## src/tpw_pkg.sv

```systemverilog
package tpw_pkg;
  // Function
  // RULE1: Fast mode counts to top, then wraps
  // RULE2: Fast mode sets overflow flag at top
  // RULE3: Fast mode: two non-inverted, three inverted
  // RULE4: Mode three top 0xFF, seven compare A
  // RULE5: Fast output flips at match, back at wrap
  // RULE6: Compare zero spikes, compare max holds level
  // RULE7: Mode one toggles output on each match; code toggles only in the fast modes
  // RULE8: Fast mode compare value is double buffered
  // RULE9: Modes one, five dual slope; 0xFF, compare A
  // RULE10: Dual slope holds top one tick, reverses
  // RULE11: Up match clears, down match sets output
  // RULE12: Dual slope sets overflow flag at zero
  // RULE13: Dual slope: two non-inverted, three inverted
  // RULE14: Dual slope compare zero low, max high
  // RULE15: Leaving max still gives symmetric transition
  // RULE16: Missed up match still forces its transition
  // RULE17: Tick enables bus clock, or oscillator pin
  // RULE18: Tick prescales by 1 to 1024
  // RULE19: Output mode zero leaves output alone
  // RULE20: Counter write blocks matches one tick
  // RULE21: Buffer loads at top dual, zero fast

  // Register byte addresses
  localparam logic [7:0] ADDR_CONTROL = 8'h00;
  localparam logic [7:0] ADDR_COUNTER = 8'h04;
  localparam logic [7:0] ADDR_COMPARE_A = 8'h08;
  localparam logic [7:0] ADDR_COMPARE_B = 8'h0C;
  localparam logic [7:0] ADDR_STATUS = 8'h10;

  // Control field positions
  localparam int CTRL_COM_A_LSB = 0;
  localparam int CTRL_COM_B_LSB = 2;
  localparam int CTRL_WAVE_LSB = 4;
  localparam int CTRL_CLKSEL_LSB = 7;
  localparam int CTRL_ASYNC_BIT = 10;
  localparam int CTRL_WIDTH = 11;

  // Status bit positions
  localparam int STAT_OVERFLOW = 0;
  localparam int STAT_COMPARE_A = 1;
  localparam int STAT_COMPARE_B = 2;

  // Reset values
  localparam logic [10:0] CONTROL_RESET = 11'h000;
  localparam logic [7:0] COUNTER_RESET = 8'h00;
  localparam logic [7:0] COMPARE_RESET = 8'h00;
  localparam logic [7:0] TOP_FIXED = 8'hFF;

  // Waveform mode low bits and top select bit
  localparam logic [1:0] WAVE_FAST = 2'h3;
  localparam logic [1:0] WAVE_PHASE = 2'h1;
  localparam int WAVE_TOP_SEL = 2;

  // Compare output modes
  localparam logic [1:0] COM_OFF = 2'h0;
  localparam logic [1:0] COM_TOGGLE = 2'h1;

  // Clock select codes and prescale masks
  localparam logic [2:0] CS_STOP = 3'h0;
  localparam logic [2:0] CS_DIV1 = 3'h1;
  localparam logic [2:0] CS_DIV8 = 3'h2;
  localparam logic [2:0] CS_DIV32 = 3'h3;
  localparam logic [2:0] CS_DIV64 = 3'h4;
  localparam logic [2:0] CS_DIV128 = 3'h5;
  localparam logic [2:0] CS_DIV256 = 3'h6;
  localparam logic [9:0] MASK_DIV8 = 10'h007;
  localparam logic [9:0] MASK_DIV32 = 10'h01F;
  localparam logic [9:0] MASK_DIV64 = 10'h03F;
  localparam logic [9:0] MASK_DIV128 = 10'h07F;
  localparam logic [9:0] MASK_DIV256 = 10'h0FF;
  localparam logic [9:0] MASK_DIV1024 = 10'h3FF;
endpackage

```

## src/tpw_prescaler.sv

```systemverilog
module tpw_prescaler (
  // Clock and reset
  input wire logic pclk,
  input wire logic presetn,
  // Source enable and selection
  input wire logic src_en,
  input wire logic [2:0] clock_select,
  // Prescaled tick
  output logic timer_tick
);
  logic [9:0] div_count;
  logic [9:0] next_div_count;
  logic [9:0] mask;

  // Mask of low bits that must all be set for a tick
  always_comb begin
    case (clock_select)
      tpw_pkg::CS_DIV8: mask = tpw_pkg::MASK_DIV8;
      tpw_pkg::CS_DIV32: mask = tpw_pkg::MASK_DIV32;
      tpw_pkg::CS_DIV64: mask = tpw_pkg::MASK_DIV64;
      tpw_pkg::CS_DIV128: mask = tpw_pkg::MASK_DIV128;
      tpw_pkg::CS_DIV256: mask = tpw_pkg::MASK_DIV256;
      tpw_pkg::CS_DIV1: mask = 10'h000;
      default: mask = tpw_pkg::MASK_DIV1024;
    endcase
  end

  // Free running divider, stopped selection gives no tick
  always_comb begin
    next_div_count = div_count;
    if (src_en) begin
      next_div_count = div_count + 10'h001;
    end
    timer_tick = src_en && (clock_select != tpw_pkg::CS_STOP)
                 && ((div_count & mask) == mask); // RULE18
  end

  always_ff @(posedge pclk or negedge presetn) begin
    if (!presetn) begin
      div_count <= 10'h000;
    end else begin
      div_count <= next_div_count;
    end
  end
endmodule // tpw_prescaler

```

## src/tpw_compare_out.sv

```systemverilog
module tpw_compare_out (
  // Clock and reset
  input wire logic pclk,
  input wire logic presetn,
  // Timer state
  input wire logic timer_tick,
  input wire logic fast,
  input wire logic phase,
  input wire logic count_up,
  input wire logic at_top,
  input wire logic at_bottom,
  input wire logic match,
  input wire logic compare_zero,
  input wire logic compare_top,
  input wire logic [1:0] compare_output_mode,
  // Output register
  output logic compare_output
);
  logic next_output;
  logic inverted;
  logic up_level;
  logic down_level;

  // Up match drives the passive level, down match the active one
  always_comb begin
    inverted = compare_output_mode[0]; // RULE3 RULE13
    up_level = inverted;
    down_level = !inverted;
    next_output = compare_output;
    if (timer_tick && compare_output_mode != tpw_pkg::COM_OFF) begin // RULE19
      if (compare_output_mode == tpw_pkg::COM_TOGGLE) begin
        if (fast && match) begin
          next_output = !compare_output; // RULE7
        end
      end else if (fast) begin
        // Wrap wins so compare at top holds a steady level
        if (at_top) begin
          next_output = !inverted; // RULE5 RULE6
        end else if (match) begin
          next_output = inverted; // RULE5
        end
      end else if (phase) begin
        // Turnarounds force the level a match would give
        if (at_top) begin
          next_output = compare_top ? down_level : up_level; // RULE15 RULE14
        end else if (at_bottom) begin
          next_output = compare_zero ? up_level : down_level; // RULE16 RULE14
        end else if (match) begin
          next_output = count_up ? up_level : down_level; // RULE11
        end
      end
    end
  end

  always_ff @(posedge pclk or negedge presetn) begin
    if (!presetn) begin
      compare_output <= 1'b0;
    end else begin
      compare_output <= next_output;
    end
  end

  a_toggle_match: assert property (@(posedge pclk) disable iff (!presetn)
    (timer_tick && fast && match && compare_output_mode == tpw_pkg::COM_TOGGLE)
    |=> (compare_output != $past(compare_output))) // RULE7
    else $error("toggle mode missed a match");

  a_mode_off: assert property (@(posedge pclk) disable iff (!presetn)
    (compare_output_mode == tpw_pkg::COM_OFF) |=> $stable(compare_output)) // RULE19
    else $error("output moved with mode off");
endmodule // tpw_compare_out

```

## src/tpw_timer.sv

```systemverilog
module tpw_timer (
  // Clock and reset
  input wire logic pclk,
  input wire logic presetn,
  // APB slave
  input wire logic psel,
  input wire logic penable,
  input wire logic pwrite,
  input wire logic [7:0] paddr,
  input wire logic [31:0] pwdata,
  output logic [31:0] prdata,
  output logic pready,
  output logic pslverr,
  // Oscillator pin for asynchronous operation
  input wire logic osc_pin,
  // Compare outputs and port override enables
  output logic compare_output_a,
  output logic compare_output_b,
  output logic compare_drive_a,
  output logic compare_drive_b
);
  // Register state
  logic [10:0] control;
  logic [7:0] counter_value;
  logic [7:0] compare_a_buf;
  logic [7:0] compare_b_buf;
  logic [7:0] compare_a_value;
  logic [7:0] compare_b_value;
  logic [2:0] status;
  logic count_up;
  logic match_block;
  logic [10:0] next_control;
  logic [7:0] next_counter_value;
  logic [7:0] next_compare_a_buf;
  logic [7:0] next_compare_b_buf;
  logic [7:0] next_compare_a_value;
  logic [7:0] next_compare_b_value;
  logic [2:0] next_status;
  logic next_count_up;
  logic next_match_block;
  // Bus state
  logic [31:0] next_prdata;
  logic next_pready;
  logic next_pslverr;
  logic [31:0] read_mux;
  logic hit;
  logic wr_commit;
  // Oscillator synchroniser
  logic [2:0] osc_sync;
  logic osc_level;
  logic [2:0] next_osc_sync;
  logic next_osc_level;
  logic osc_rise;
  // Output override enables
  logic next_drive_a;
  logic next_drive_b;
  // Decoded timer state
  logic [1:0] com_a;
  logic [1:0] com_b;
  logic [2:0] waveform_mode;
  logic [2:0] clock_select;
  logic async_select;
  logic fast;
  logic phase;
  logic [7:0] top;
  logic at_top;
  logic at_bottom;
  logic match_a;
  logic match_b;
  logic load_compare;
  logic src_en;
  logic timer_tick;

  // Control fields
  always_comb begin
    com_a = control[tpw_pkg::CTRL_COM_A_LSB +: 2];
    com_b = control[tpw_pkg::CTRL_COM_B_LSB +: 2];
    waveform_mode = control[tpw_pkg::CTRL_WAVE_LSB +: 3];
    clock_select = control[tpw_pkg::CTRL_CLKSEL_LSB +: 3];
    async_select = control[tpw_pkg::CTRL_ASYNC_BIT];
  end

  // Oscillator pin: three stages, edge once stages two and three agree
  always_comb begin
    next_osc_sync = {osc_sync[1:0], osc_pin};
    next_osc_level = osc_level;
    if (osc_sync[1] == osc_sync[2]) begin
      next_osc_level = osc_sync[2];
    end
    osc_rise = (osc_sync[1] == osc_sync[2]) && osc_sync[2] && !osc_level;
  end

  always_ff @(posedge pclk or negedge presetn) begin
    if (!presetn) begin
      osc_sync <= 3'h0;
      osc_level <= 1'b0;
    end else begin
      osc_sync <= next_osc_sync;
      osc_level <= next_osc_level;
    end
  end

  // Tick source: every bus clock, or each oscillator rising edge
  assign src_en = async_select ? osc_rise : 1'b1; // RULE17

  tpw_prescaler u_prescaler (
    .pclk(pclk),
    .presetn(presetn),
    .src_en(src_en),
    .clock_select(clock_select),
    .timer_tick(timer_tick)
  );

  // Mode decode and top selection
  always_comb begin
    fast = (waveform_mode[1:0] == tpw_pkg::WAVE_FAST); // RULE4
    phase = (waveform_mode[1:0] == tpw_pkg::WAVE_PHASE); // RULE9
    top = waveform_mode[tpw_pkg::WAVE_TOP_SEL] ? compare_a_value
                                               : tpw_pkg::TOP_FIXED; // RULE4 RULE9
    // Greater-or-equal recovers if top is lowered under the count
    at_top = phase ? (count_up && counter_value >= top) : (counter_value >= top);
    at_bottom = phase && !count_up && (counter_value == 8'h00);
    match_a = timer_tick && !match_block && (counter_value == compare_a_value); // RULE20
    match_b = timer_tick && !match_block && (counter_value == compare_b_value); // RULE20
    // Buffers load at the period boundary only in the PWM modes
    load_compare = (fast || phase) ? (timer_tick && at_top) : 1'b1; // RULE8 RULE21
  end

  // APB decode and read data
  always_comb begin
    hit = 1'b1;
    read_mux = 32'h0000_0000;
    case (paddr)
      tpw_pkg::ADDR_CONTROL: read_mux = {21'h000000, control};
      tpw_pkg::ADDR_COUNTER: read_mux = {24'h000000, counter_value};
      tpw_pkg::ADDR_COMPARE_A: read_mux = {24'h000000, compare_a_buf};
      tpw_pkg::ADDR_COMPARE_B: read_mux = {24'h000000, compare_b_buf};
      tpw_pkg::ADDR_STATUS: read_mux = {29'h00000000, status};
      default: hit = 1'b0;
    endcase
  end

  // One wait state: pready rises in the second access cycle
  always_comb begin
    wr_commit = psel && penable && pready && pwrite && hit;
    next_pready = psel && penable && !pready;
    next_prdata = prdata;
    next_pslverr = 1'b0;
    if (psel && penable && !pready) begin
      next_prdata = pwrite ? 32'h0000_0000 : read_mux;
      next_pslverr = !hit;
    end
  end

  always_ff @(posedge pclk or negedge presetn) begin
    if (!presetn) begin
      prdata <= 32'h0000_0000;
      pready <= 1'b0;
      pslverr <= 1'b0;
    end else begin
      prdata <= next_prdata;
      pready <= next_pready;
      pslverr <= next_pslverr;
    end
  end

  // Software registers; compare writes land in the buffers
  always_comb begin
    next_control = control;
    next_compare_a_buf = compare_a_buf;
    next_compare_b_buf = compare_b_buf;
    if (wr_commit && paddr == tpw_pkg::ADDR_CONTROL) begin
      next_control = pwdata[tpw_pkg::CTRL_WIDTH-1:0];
    end
    if (wr_commit && paddr == tpw_pkg::ADDR_COMPARE_A) begin
      next_compare_a_buf = pwdata[7:0]; // RULE8
    end
    if (wr_commit && paddr == tpw_pkg::ADDR_COMPARE_B) begin
      next_compare_b_buf = pwdata[7:0];
    end
    next_drive_a = (next_control[tpw_pkg::CTRL_COM_A_LSB +: 2] != tpw_pkg::COM_OFF);
    next_drive_b = (next_control[tpw_pkg::CTRL_COM_B_LSB +: 2] != tpw_pkg::COM_OFF);
  end

  always_ff @(posedge pclk or negedge presetn) begin
    if (!presetn) begin
      control <= tpw_pkg::CONTROL_RESET;
      compare_a_buf <= tpw_pkg::COMPARE_RESET;
      compare_b_buf <= tpw_pkg::COMPARE_RESET;
      compare_drive_a <= 1'b0;
      compare_drive_b <= 1'b0;
    end else begin
      control <= next_control;
      compare_a_buf <= next_compare_a_buf;
      compare_b_buf <= next_compare_b_buf;
      compare_drive_a <= next_drive_a;
      compare_drive_b <= next_drive_b;
    end
  end

  // Counter, direction, active compare values and match blocking
  always_comb begin
    next_counter_value = counter_value;
    next_count_up = count_up;
    next_match_block = match_block;
    next_compare_a_value = compare_a_value;
    next_compare_b_value = compare_b_value;
    if (load_compare) begin
      next_compare_a_value = compare_a_buf; // RULE21
      next_compare_b_value = compare_b_buf; // RULE21
    end
    if (timer_tick) begin
      next_match_block = 1'b0;
      if (phase) begin
        if (count_up) begin
          if (at_top) begin
            // Top was held for this tick, now head down
            next_count_up = 1'b0; // RULE10
            next_counter_value = (counter_value == 8'h00) ? 8'h00
                                                          : counter_value - 8'h01;
          end else begin
            next_counter_value = counter_value + 8'h01;
          end
        end else if (counter_value == 8'h00) begin
          next_count_up = 1'b1;
          next_counter_value = 8'h01;
        end else begin
          next_counter_value = counter_value - 8'h01;
        end
      end else begin
        next_count_up = 1'b1;
        next_counter_value = at_top ? 8'h00 : counter_value + 8'h01; // RULE1
      end
    end
    // A software write overrides the tick and mutes the next matches
    if (wr_commit && paddr == tpw_pkg::ADDR_COUNTER) begin
      next_counter_value = pwdata[7:0];
      next_match_block = 1'b1; // RULE20
    end
  end

  always_ff @(posedge pclk or negedge presetn) begin
    if (!presetn) begin
      counter_value <= tpw_pkg::COUNTER_RESET;
      count_up <= 1'b1;
      match_block <= 1'b0;
      compare_a_value <= tpw_pkg::COMPARE_RESET;
      compare_b_value <= tpw_pkg::COMPARE_RESET;
    end else begin
      counter_value <= next_counter_value;
      count_up <= next_count_up;
      match_block <= next_match_block;
      compare_a_value <= next_compare_a_value;
      compare_b_value <= next_compare_b_value;
    end
  end

  // Sticky flags, write one to clear; a new event beats the clear
  always_comb begin
    next_status = status;
    if (wr_commit && paddr == tpw_pkg::ADDR_STATUS) begin
      next_status = status & ~pwdata[2:0];
    end
    if (timer_tick && (phase ? at_bottom : at_top)) begin
      next_status[tpw_pkg::STAT_OVERFLOW] = 1'b1; // RULE2 RULE12
    end
    if (match_a) begin
      next_status[tpw_pkg::STAT_COMPARE_A] = 1'b1;
    end
    if (match_b) begin
      next_status[tpw_pkg::STAT_COMPARE_B] = 1'b1;
    end
  end

  always_ff @(posedge pclk or negedge presetn) begin
    if (!presetn) begin
      status <= 3'h0;
    end else begin
      status <= next_status;
    end
  end

  // Compare output units; each channel reaches top when above it too
  tpw_compare_out u_out_a (
    .pclk(pclk),
    .presetn(presetn),
    .timer_tick(timer_tick),
    .fast(fast),
    .phase(phase),
    .count_up(count_up),
    .at_top(at_top),
    .at_bottom(at_bottom),
    .match(match_a),
    .compare_zero(compare_a_value == 8'h00),
    .compare_top(compare_a_value >= top),
    .compare_output_mode(com_a),
    .compare_output(compare_output_a)
  );

  tpw_compare_out u_out_b (
    .pclk(pclk),
    .presetn(presetn),
    .timer_tick(timer_tick),
    .fast(fast),
    .phase(phase),
    .count_up(count_up),
    .at_top(at_top),
    .at_bottom(at_bottom),
    .match(match_b),
    .compare_zero(compare_b_value == 8'h00),
    .compare_top(compare_b_value >= top),
    .compare_output_mode(com_b),
    .compare_output(compare_output_b)
  );

  // Checks on counting, flags and buffering
  a_fast_wrap: assert property (@(posedge pclk) disable iff (!presetn) // RULE1
    (timer_tick && fast && at_top && !wr_commit) |=> (counter_value == 8'h00))
    else $error("fast mode did not wrap at top");

  a_fast_overflow: assert property (@(posedge pclk) disable iff (!presetn) // RULE2
    (timer_tick && fast && counter_value == top) |=> status[tpw_pkg::STAT_OVERFLOW])
    else $error("fast overflow flag not set");

  a_phase_turn: assert property (@(posedge pclk) disable iff (!presetn) // RULE10
    (timer_tick && phase && count_up && counter_value == top && top != 8'h00
     && !wr_commit) |=> (!count_up && counter_value == $past(counter_value) - 8'h01))
    else $error("dual slope did not turn at top");

  a_phase_overflow: assert property (@(posedge pclk) disable iff (!presetn) // RULE12
    (timer_tick && phase && !count_up && counter_value == 8'h00)
    |=> (status[tpw_pkg::STAT_OVERFLOW] && count_up))
    else $error("dual slope overflow flag not set at zero");

  a_buffer_hold: assert property (@(posedge pclk) disable iff (!presetn) // RULE8
    (fast && !(timer_tick && at_top)) |=> $stable(compare_a_value))
    else $error("active compare changed mid period");

  a_block_match: assert property (@(posedge pclk) disable iff (!presetn) // RULE20
    (wr_commit && paddr == tpw_pkg::ADDR_COUNTER) |=> !match_a until_with timer_tick)
    else $error("match not blocked after counter write");

  a_tick_stop: assert property (@(posedge pclk) disable iff (!presetn) // RULE18
    (clock_select == tpw_pkg::CS_STOP) |-> !timer_tick)
    else $error("tick with clock stopped");
endmodule // tpw_timer

```

## config.mk

```make
export PLATFORM = sky130hd
export DESIGN_NAME = tpw_timer
export DESIGN_NICKNAME = d
export VERILOG_FILES = /design/src/tpw_pkg.sv /design/src/tpw_prescaler.sv /design/src/tpw_compare_out.sv /design/src/tpw_timer.sv
export SDC_FILE = /design/constraint.sdc
export NUM_CORES = 1
export LEC_CHECK = 0
export BUFFER_PORTS_ARGS = -buffer_cell sky130_fd_sc_hd__buf_2
export CAP_MARGIN = 20
export CORE_MARGIN = 1
export CORE_UTILIZATION = 45
export CTS_CLUSTER_DIAMETER = 100
export DETAILED_ROUTE_END_ITERATION = 8
export PLACE_DENSITY = 0.66
export SLEW_MARGIN = 10
export SYNTH_ARGS = -nofsm -noshare
export SYNTH_HDL_FRONTEND = slang
export SYNTH_HIERARCHICAL = 1
export SYNTH_SLANG_ARGS = --single-unit
export TNS_END_PERCENT = 1
```

## constraint.sdc

```tcl
create_clock -name pclk -period 6 [get_ports pclk]
set_clock_uncertainty 0.2 [all_clocks]
set_input_delay 0.6 -clock pclk [delete_from_list [all_inputs] [get_ports pclk]]
set_output_delay 0.6 -clock pclk [all_outputs]
set_load 0.05 [all_outputs]
```

==> results.md, run 1 <==
* Status: finished, final reports clean
* Most frequent cells in the layout: dfrtp_1 (86), buf_2 (40), nand2_1 (38), mux2_2 (37), xnor2_1 (27)
* Leak at 2.77 nW
* Area leader, netlist: dfrtp_1
* Via count at 3,858
* Max-Cap Viols at 0
* Worst skew pair latency at 0.34 ns
* CTS tree: yes
* Hold Buf Count CTS at 1
* First-pass GRT wire length at 20,500 um
* Post-layout min period at 4.18 ns
* Post-route ant nets at 0
* Setup-failing EPs final at 0
* Post-Synthesis Cells at 489
* Post-synth EDFFs at 0
* Clock-pin slew on the worst setup and hold paths at 0.06 ns
* Ys Warns at 6
* Detailed placer's ending HPWL at 8990 um
* VDD IR-drop max at 0.000174 V
* Global Route Usage Sum at 0.229
* Crit path launch: osc_sync[1]
* Commonest non-fill, non-tap cell in the layout: dfrtp_1
* Num rows at 38
* R2R Setup Slk at 1.82 ns
* Iteration count of the initial detailed-routing pass at 6
* Setup_tns at 0 ns
* Die X at 110 um
* Die H at 110 um
* Class of the worst hold path: flop to flop
* Distinct cell type count after synthesis at 64
* Worst-Margin Slew at 1.03 ns
* Number of top-level pins at 84
* Final hold vios at 0
* Hold endpoint: osc_sync[1]
* Area grow syn2layout at 9.82%
* FF-to-FF Start: osc_sync[1]
* Grt total ovfl at 0
* Layout Utilization at 0.517
* Inst Count DP at 649
* RSZ-0062 raised after global routing: false
* Vias in the first global route at 3,832
* Num Clock Sinks at 87
* Core ar. at 0.0111 mm^2
* Metal2 WL at 5940 um
* Initial core utilization at 0.471
* Final period util at 0.697
* Critical path endpoint category: flop
* Fmax at 239 MHz
* DR WL/cell at 18.6 um
* Worst rel slew slack at 0.304
* I/O Buffers at 41
* DRC at 0
* CP max FO at 16
* Largest net degree at the start of global routing at 58
* Initial antenna violation count at 0
* Max clock buf depth at 2
* Reg-to-reg endpoint: compare_b_value[4]
* WP data required at 6.03 ns
* Worst endpoint data arrival time at 4.21 ns
* H-tree depth at 3
* Average size of a mapped cell at 10.7 um^2
* Final GP Congestion at 0.882
* Final cell count without fillers at 666
* Post-CTS sizing at 0
* Power per Cell Area at 252 mW/mm^2
* Post-Route WL at 12,400 um
* CP Class: flop to flop
* DR WL met3 at 584 um
* Setup crit start kind: flop
* Fin nets at 586
* DR iter-0 viols at 311
* Setup bufs post-CTS at 0
* Synthesized area at 0.00521 mm^2
* Hold path start: osc_sync[0]
* Via-to-Cell Ratio at 5.79
* Ratio of cells with drive above 1 in the final layout at 0.234
* Sequential share of the synthesized area at 0.418
* R2R cell count at 9
* Met1 Routed Length at 5550 um
* Synth top area cells: dfrtp_1 (41%), mux2_2 (8.0%), ha_1 (4.6%), xnor2_1 (4.5%), mux2_4 (3.5%)
* Die Area at 0.0120 mm^2
* Max Slew Vio Count at 0
* Hold Crit Depth at 0
* Number of diodes at 0
* Root Buffer: clkbuf_16
* Asr flop ratio synth at 1.00
* Ys flop type: dfrtp_1
* Highest metal used: met4
* Area share of the largest cell type after synthesis at 0.413
* Total CTS buffers at 9
* Synthesis-stage register bit count at 87
## per-layer routing
metal / vias up / GRT usage
met1: 1927 / 0.296
met3: 22 / 0.0498
met2: 128 / 0.369
met4: 0 / 0.0952
met5: - / 0
li1: 1781 / -
## layout make-up
class	count	area [um^2]
fill	993	5350
multi-input combinational	362	2780
sequential	87	2180
clock buffer	10	229
timing repair buffer	43	225
tap	140	175
clock inverter	6	73.8
inverter	18	67.6
## Yosys cell counts (all sizes together) (3+ instances only)
| cell type | instances |
|---|---|
| a211oi | 5 |
| a21o | 5 |
| a21oi | 15 |
| a22o | 4 |
| a2bb2oi | 3 |
| a32oi | 3 |
| and3 | 5 |
| buf | 30 |
| clkbuf | 12 |
| dfrtp | 86 |
| ha | 19 |
| inv | 18 |
| mux2 | 49 |
| mux2i | 8 |
| mux4 | 5 |
| nand2 | 38 |
| nand2b | 8 |
| nand3 | 24 |
| nand4 | 8 |
| nor2 | 21 |
| nor2b | 7 |
| nor3 | 13 |
| nor4 | 4 |
| o211ai | 9 |
| o21ai | 17 |
| o21bai | 3 |
| o31ai | 4 |
| or4 | 4 |
| xnor2 | 27 |
| xor2 | 7 |
## sequential cells by signal, summed over array words and instances (netlist names), 3 cells and up
| signal | count |
|---|---|
| compare_a_buf | 8 |
| compare_a_value | 8 |
| compare_b_buf | 8 |
| compare_b_value | 8 |
| control | 11 |
| counter_value | 8 |
| osc_sync | 3 |
| prdata | 11 |
| status | 3 |
| u_prescaler/div_count | 10 |
## how the worst max path moves through the flow
stage                         endpoint  slack, ns  cells after the start
floorplan           compare_a_value[0]       3.13                     11
global placement    compare_a_value[2]       1.92                      9
detailed placement  compare_b_value[1]       1.85                      9
CTS                 compare_b_value[1]       1.80                      9
global route        compare_b_value[4]       1.54                      9
finish              compare_b_value[4]       1.82                      9
## where the power goes
part | switching, mW | internal, mW | total, mW
logic | 0.124 | 0.0801 | 0.204
clock network | 0.242 | 0.329 | 0.571
registers | 0.0487 | 0.620 | 0.668
## logic make-up after synthesis
family          synth area share
compound gates             0.112
xor+xnor                  0.0571
fa+ha+maj                 0.0456
buf+inv                   0.0641
flops                      0.418
mux                        0.151
other cells             0.000719
simple gates               0.151
## critical path, stage by stage (launching register included)
cell	delay [ns]
dfrtp_1	0.36
ha_1	0.15
inv_1	0.03
o21ai_0	0.80
nand4_4	0.23
a21oi_1	0.20
o2111a_1	0.56
inv_1	0.38
o31a_1	0.71
mux2_4	0.43
## metrics by stage
step           area, um^2  power (mW)  setup WS (ns)  hold slack (ns)
2_1_floorplan        5290       0.834           3.13            0.104
3_3_place_gp         5410       0.874           1.92            0.137
3_5_place_dp         5410       0.883           1.85            0.140
4_1_cts              5720        1.46           1.80            0.148
5_1_grt              5720        1.51           1.54            0.146
6_report             5720        1.44           1.82            0.154
Note: power is estimated with default switching activity, not from simulation.
==> inputs of run 2 (changes only) <==
--- a/config.mk
+++ b/config.mk
@@ -11,7 +11,7 @@
 export CORE_UTILIZATION = 45
 export CTS_CLUSTER_DIAMETER = 100
 export DETAILED_ROUTE_END_ITERATION = 8
-export PLACE_DENSITY = 0.66
+export PLACE_DENSITY = 0.68
 export SLEW_MARGIN = 10
 export SYNTH_ARGS = -nofsm -noshare
 export SYNTH_HDL_FRONTEND = slang
==> constraint.sdc (replaced) <==
create_clock -name pclk -period 3.7 [get_ports pclk]
set_clock_uncertainty 0.2 [all_clocks]
set_input_delay 0.37 -clock pclk [delete_from_list [all_inputs] [get_ports pclk]]
set_output_delay 0.37 -clock pclk [all_outputs]
set_load 0.05 [all_outputs]
==> run 2 against run 1 <==
  * Clock power grew 67%
  * Largest cell class unchanged
  * Maximum frequency grew 38%
  * Sequential power grew 60%
  * Combinational power grew 72%
  * Register-to-register slack lost 1.1 ns
  * Die area is the same
==> results.md, run 2 (synthesized netlist as in run 1, its figures left out) <==
* CP most frequent cell: buf_4
* Initial core utilization at 0.471
* Seq pwr share at 0.452
* Busiest grt layer: met2
* Number of diodes at 0
* Worst path bufs/invs at 3
* Ratio of cells with drive above 1 in the final layout at 0.247
* Setup bufs post-CTS at 0
* Setup-failing EPs final at 0
* Max-Cap Viols at 0
* WP data required at 3.78 ns
* Final hold vios at 0
* Final cell count without fillers at 675
* Vias in the first global route at 3,874
* Status: finished, final reports clean
* Clock Power Share at 0.400
* Worst endpoint data arrival time at 3.10 ns
* DR iter-0 viols at 210
* Num rows at 38
* Setup crit start kind: flop
* Combinational power share at 0.148
* Via count at 3,852
* Inst Count DP at 656
* First-pass GRT wire length at 19,900 um
* GRT met3 Usage at 0.0462
* Via-to-Cell Ratio at 5.71
* CP max FO at 7
* Most frequent cells in the layout: dfrtp_1 (86), buf_2 (40), nand2_1 (38), mux2_2 (37), xnor2_1 (27)
* Final GP Congestion at 0.859
* Root Buffer: clkbuf_16
* Area grow syn2layout at 11.7%
* Core ar. at 0.0111 mm^2
* Top flop regs: control (11), prdata (11), u_prescaler/div_count (10)
* GR Layer Usage met1 at 0.280
* Worst-Margin Slew at 0.779 ns
* Total CTS buffers at 9
* VDD IR-drop max at 0.000441 V
* Max Slew Vio Count at 0
* Power per Cell Area at 408 mW/mm^2
* NetSw at 685 uW
* Max clock buf depth at 2
* Worst rel slew slack at 0.479
* Detailed placer's ending HPWL at 8810 um
* Final period util at 0.817
* CP Class: flop to flop
* Global Route Usage Sum at 0.225
* Num Clock Sinks at 87
* H-tree depth at 3
* Worst hold slack at 0.0419 ns
* CP max stage cell: nor4_1
* Power Total at 2.38 mW
* Setup_tns at 0 ns
* Fmax at 331 MHz
* Die Area at 0.0120 mm^2
* Worst stage delay on the critical path at 0.44 ns
* Commonest non-fill, non-tap cell in the layout: dfrtp_1
* Cells along the critical path: ha_1 > inv_1 > o21ai_0 > buf_4 > nand4_4 > a21oi_1 > o2111a_1 > nand2b_1 > nor4_1 > buf_4 > a211oi_1 > nor3_1 > mux2i_1
* DR WL/cell at 18.1 um
* Die H at 110 um
* Largest net degree at the start of global routing at 88
* Die X at 110 um
* I/O Buffers at 41
* Iteration count of the initial detailed-routing pass at 4
* R2R Setup Slk at 0.68 ns
* RSZ-0062 raised after global routing: false
* CTS tree: yes
* Clock-pin slew on the worst setup and hold paths at 0.07 ns
* CP top delay family: simple AND/OR/NAND/NOR gates
* Number of top-level pins at 84
* Leak at 2.83 nW
* DRC at 0
* Post-layout min period at 3.02 ns
* M2 GR Usage at 0.376
* Worst skew pair latency at 0.35 ns
* Pint at 1.69 mW
* Post-route ant nets at 0
* Critical path endpoint category: flop
* Sw Share at 0.288
* Grt total ovfl at 0
* Fin nets at 595
* Initial antenna violation count at 0
* Class of the worst hold path: input pin to flop
* Post-Route WL at 12,200 um
run 2: area by class of cell:
class / instances / area, um^2
clock buffer: 10 / 239
clock inverter: 6 / 73.8
fill: 1018 / 5250
inverter: 18 / 67.6
multi-input combinational: 362 / 2780
sequential: 87 / 2180
tap: 140 / 175
timing repair buffer: 52 / 315
run 2: layer usage:
metal / vias to the layer above / routed length, um
met4: 0 / 363
met2: 87 / 5930
li1: 1800 / -
met1: 1939 / 5510
met3: 26 / 424
met5: - / 0
run 2: final timing paths:
path / start / end / depth (start not counted)
worst min-delay path: pwdata[8] / control[8] / 2
worst max-delay path: osc_sync[1] / u_out_b/compare_output / 13
min in group asynchronous: presetn / u_prescaler/div_count[0] / 2
worst min register to register: osc_sync[0] / osc_sync[1] / 0
max in group asynchronous: presetn / count_up / 3
worst max register to register: osc_sync[1] / u_out_b/compare_output / 13
run 2: per-stage QoR:
step                       util  setup slack, ns  cell area, um^2
after floorplan               -            0.830             5290
after global placement    0.493            0.788             5460
after detailed placement  0.493            0.741             5460
after CTS                 0.522            0.696             5790
after global routing      0.526            0.460             5820
final                     0.526            0.676             5820
run 2: power groups by stage:
stage          registers [mW]  logic (mW)  clock network, mW
3_5_place_dp             1.09       0.343                  0
4_1_cts                  1.07       0.347              0.971
3_3_place_gp             1.09       0.335                  0
2_1_floorplan            1.07       0.280                  0
5_1_grt                  1.08       0.389               1.01
6_report                 1.07       0.351              0.952
run 2: repair_timing:
| action | 4_1_cts | 5_1_grt |
|---|---|---|
| resized for setup | 0 | 0 |
| setup endpoints to repair | 0 | 0 |
| endpoints found under the hold margin | 1 | 20 |
| hold buffers | 1 | 1 |
==> inputs of run 3 (changes only) <==
--- a/config.mk
+++ b/config.mk
@@ -11,7 +11,7 @@
 export CORE_UTILIZATION = 45
 export CTS_CLUSTER_DIAMETER = 100
 export DETAILED_ROUTE_END_ITERATION = 8
-export PLACE_DENSITY = 0.68
+export PLACE_DENSITY = 0.66
 export SLEW_MARGIN = 10
 export SYNTH_ARGS = -nofsm -noshare
 export SYNTH_HDL_FRONTEND = slang
==> constraint.sdc (replaced) <==
create_clock -name pclk -period 3.1 [get_ports pclk]
set_clock_uncertainty 0.2 [all_clocks]
set_input_delay 0.31 -clock pclk [delete_from_list [all_inputs] [get_ports pclk]]
set_output_delay 0.31 -clock pclk [all_outputs]
set_load 0.05 [all_outputs]
==> run 3 against run 2 <==
  * Clock power grew 16%
  * Critical endpoint is now compare_a_value[4]
  * Power grew 19%
  * Clock-buffer cell count shrank 1
  * Die area is the same
  * Routed wire length grew 3.8%
  * Sequential cell count is the same
  * Non-clock buffer count grew 11
  * Register-to-register slack lost 0.49 ns
  * Final cell count grew 1.5%
  * Via count grew 0.44%
  * Combinational power grew 27%
  * Utilization grew 0.79 points
==> results.md, run 3 (synthesized netlist as in run 1, its figures left out) <==
* Initial core utilization at 0.471
* Largest net degree at the start of global routing at 58
* FF-to-FF Start: compare_a_value[0]
* CTS tree: yes
* CP top delay family: compound AO/OA/AOI/OAI gates
* H-tree depth at 3
* Post-layout min period at 2.91 ns
* Initial antenna violation count at 0
* Num rows at 38
* Cells along the critical path: nand2b_1 > ha_1 > nand2b_4 > a211oi_4 > o21bai_1 > a21oi_2 > o31a_1 > buf_12 > mux2_2
* Clock-pin slew on the worst setup and hold paths at 0.06 ns
* Pint at 2.01 mW
* Commonest non-fill, non-tap cell in the layout: dfrtp_1
* Class of the worst hold path: input pin to flop
* Die X at 110 um
* CP max stage cell: dfrtp_1
* Leak at 2.88 nW
* CP Class: flop to flop
* Max Slew Vio Count at 0
* Core ar. at 0.0111 mm^2
* Vias in the first global route at 3,832
* Worst skew pair latency at 0.35 ns
* WP data required at 3.13 ns
* R2R cell count at 9
* I/O Buffers at 41
* Number of top-level pins at 84
* Fin nets at 606
* Worst stage delay on the critical path at 0.43 ns
* Worst-Margin Slew at 0.743 ns
* Layout Utilization at 0.534
* NetSw at 812 uW
* Worst path bufs/invs at 1
* Die Area at 0.0120 mm^2
* Hold endpoint: counter_value[5]
* Setup bufs post-CTS at 0
* Worst rel slew slack at 0.505
* RSZ-0062 raised after global routing: true
* Critical path endpoint category: flop
* Met1 Routed Length at 5800 um
* Power per Cell Area at 477 mW/mm^2
* R2R Setup Slk at 0.19 ns
* Area grow syn2layout at 13.4%
* Setup-failing EPs final at 0
* DR WL met3 at 457 um
* Fmax at 344 MHz
* Via-to-Cell Ratio at 5.65
* Combinational power share at 0.158
* VDD IR-drop max at 0.000399 V
* Setup crit start kind: flop
* Place WS at 0.0874 ns
* Final hold vios at 0
* Ratio of cells with drive above 1 in the final layout at 0.262
* Hold Crit Depth at 3
* Worst endpoint data arrival time at 2.94 ns
* Final GP Congestion at 0.894
* Grt total ovfl at 0
* First-pass GRT wire length at 20,500 um
* Highest metal used: met4
* Detailed placer's ending HPWL at 9260 um
* Sw Share at 0.288
* Root Buffer: clkbuf_16
* Hold path start: pwdata[5]
* CP max FO at 16
* Post-route ant nets at 0
* Die H at 110 um
* Number of diodes at 0
* Seq pwr share at 0.452
* Num Clock Sinks at 87
* DRC at 0
* DR WL/cell at 18.5 um
* Status: finished, final reports clean
* Global Route Usage Sum at 0.231
* Reg-to-reg endpoint: compare_a_value[4]
* Top flop regs: control (11), prdata (11), u_prescaler/div_count (10)
* Clock Power Share at 0.389
* DR iter-0 viols at 271
* Post-Route WL at 12,700 um
* Iteration count of the initial detailed-routing pass at 4
* Most frequent cells in the layout: dfrtp_1 (85), buf_2 (40), nand2_1 (38), mux2_2 (37), xnor2_1 (27)
* Setup ws final at 0.190 ns
* Via count at 3,869
* Max clock buf depth at 2
* Metal2 WL at 6180 um
* Max-Cap Viols at 0
* Total CTS buffers at 9
* Final period util at 0.939
==> run 3: cell types whose count changed in the layout (fill, tap and decap cells not counted), moves of 2 or more <==
| cell | previous run | this run |
|---|---|---|
| dlygate4sd3_1 | 2 | 5 |
| buf_12 | 0 | 2 |
| buf_4 | 9 | 16 |
| clkinvlp_4 | 2 | 0 |
| clkinv_2 | 0 | 2 |
==> run 3: cell type report <==
type / count / area (um^2)
clock buffers: 9 / 225
clock inverters: 6 / 68.8
fillers: 965 / 5170
inverters: 18 / 67.6
multi-input cells: 362 / 2790
flip-flops and latches: 87 / 2180
well taps: 140 / 175
repair buffers: 63 / 410
==> run 3: worst max-delay path by stage <==
| stage | from | to | slack, ns | depth (start not counted) |
|---|---|---|---|---|
| finish | compare_a_value[0] | compare_a_value[4] | 0.19 | 9 |
| global route | osc_sync[1] | u_out_b/compare_output | -0.03 | 13 |
| CTS | osc_sync[1] | u_out_b/compare_output | 0.06 | 13 |
| detailed placement | osc_sync[1] | u_out_b/compare_output | 0.09 | 13 |
| global placement | osc_sync[1] | u_out_b/compare_output | 0.08 | 13 |
| floorplan | counter_value[0] | compare_a_value[0] | 0.23 | 11 |
==> run 3: worst register-to-register path: cells and delay by family, from the launching register on <==
family          cells  cell delay, ns
simple gates        2            0.36
flops               1            0.43
compound gates      4            0.97
mux                 1            0.36
fa+ha+maj           1            0.29
buf+inv             1            0.18
==> run 3: repair_timing <==
item                                    CTS  global route
endpoints found under the setup margin    0             2
resized for setup                         0             4
endpoints found under the hold margin    59             0
hold buffers                              5             0
==> run 3: power groups by stage <==
stage | clock network (mW) | registers, mW | logic, mW
2_1_floorplan | 0 | 1.28 | 0.334
3_3_place_gp | 0 | 1.29 | 0.427
3_5_place_dp | 0 | 1.29 | 0.439
4_1_cts | 1.12 | 1.27 | 0.447
5_1_grt | 1.17 | 1.28 | 0.495
6_report | 1.10 | 1.27 | 0.447
==> run 3: layer usage <==
| layer | global-route usage | vias up |
|---|---|---|
| li1 | - | 1814 |
| met1 | 0.313 | 1936 |
| met2 | 0.373 | 96 |
| met3 | 0.0379 | 23 |
| met4 | 0.0857 | 0 |
| met5 | 0 | - |
==> run 3: metrics by stage <==
stage	total power [mW]	instances	area, um^2	hold WS [ns]	setup TNS (ns)
6_report	2.82	685	5910	0.0542	0
5_1_grt	2.94	685	5910	0.0682	-0.0524
4_1_cts	2.85	685	5900	0.0569	0
3_5_place_dp	1.73	665	5560	0.136	0
3_3_place_gp	1.72	665	5560	0.143	0
2_1_floorplan	1.61	509	5290	-0.186	0
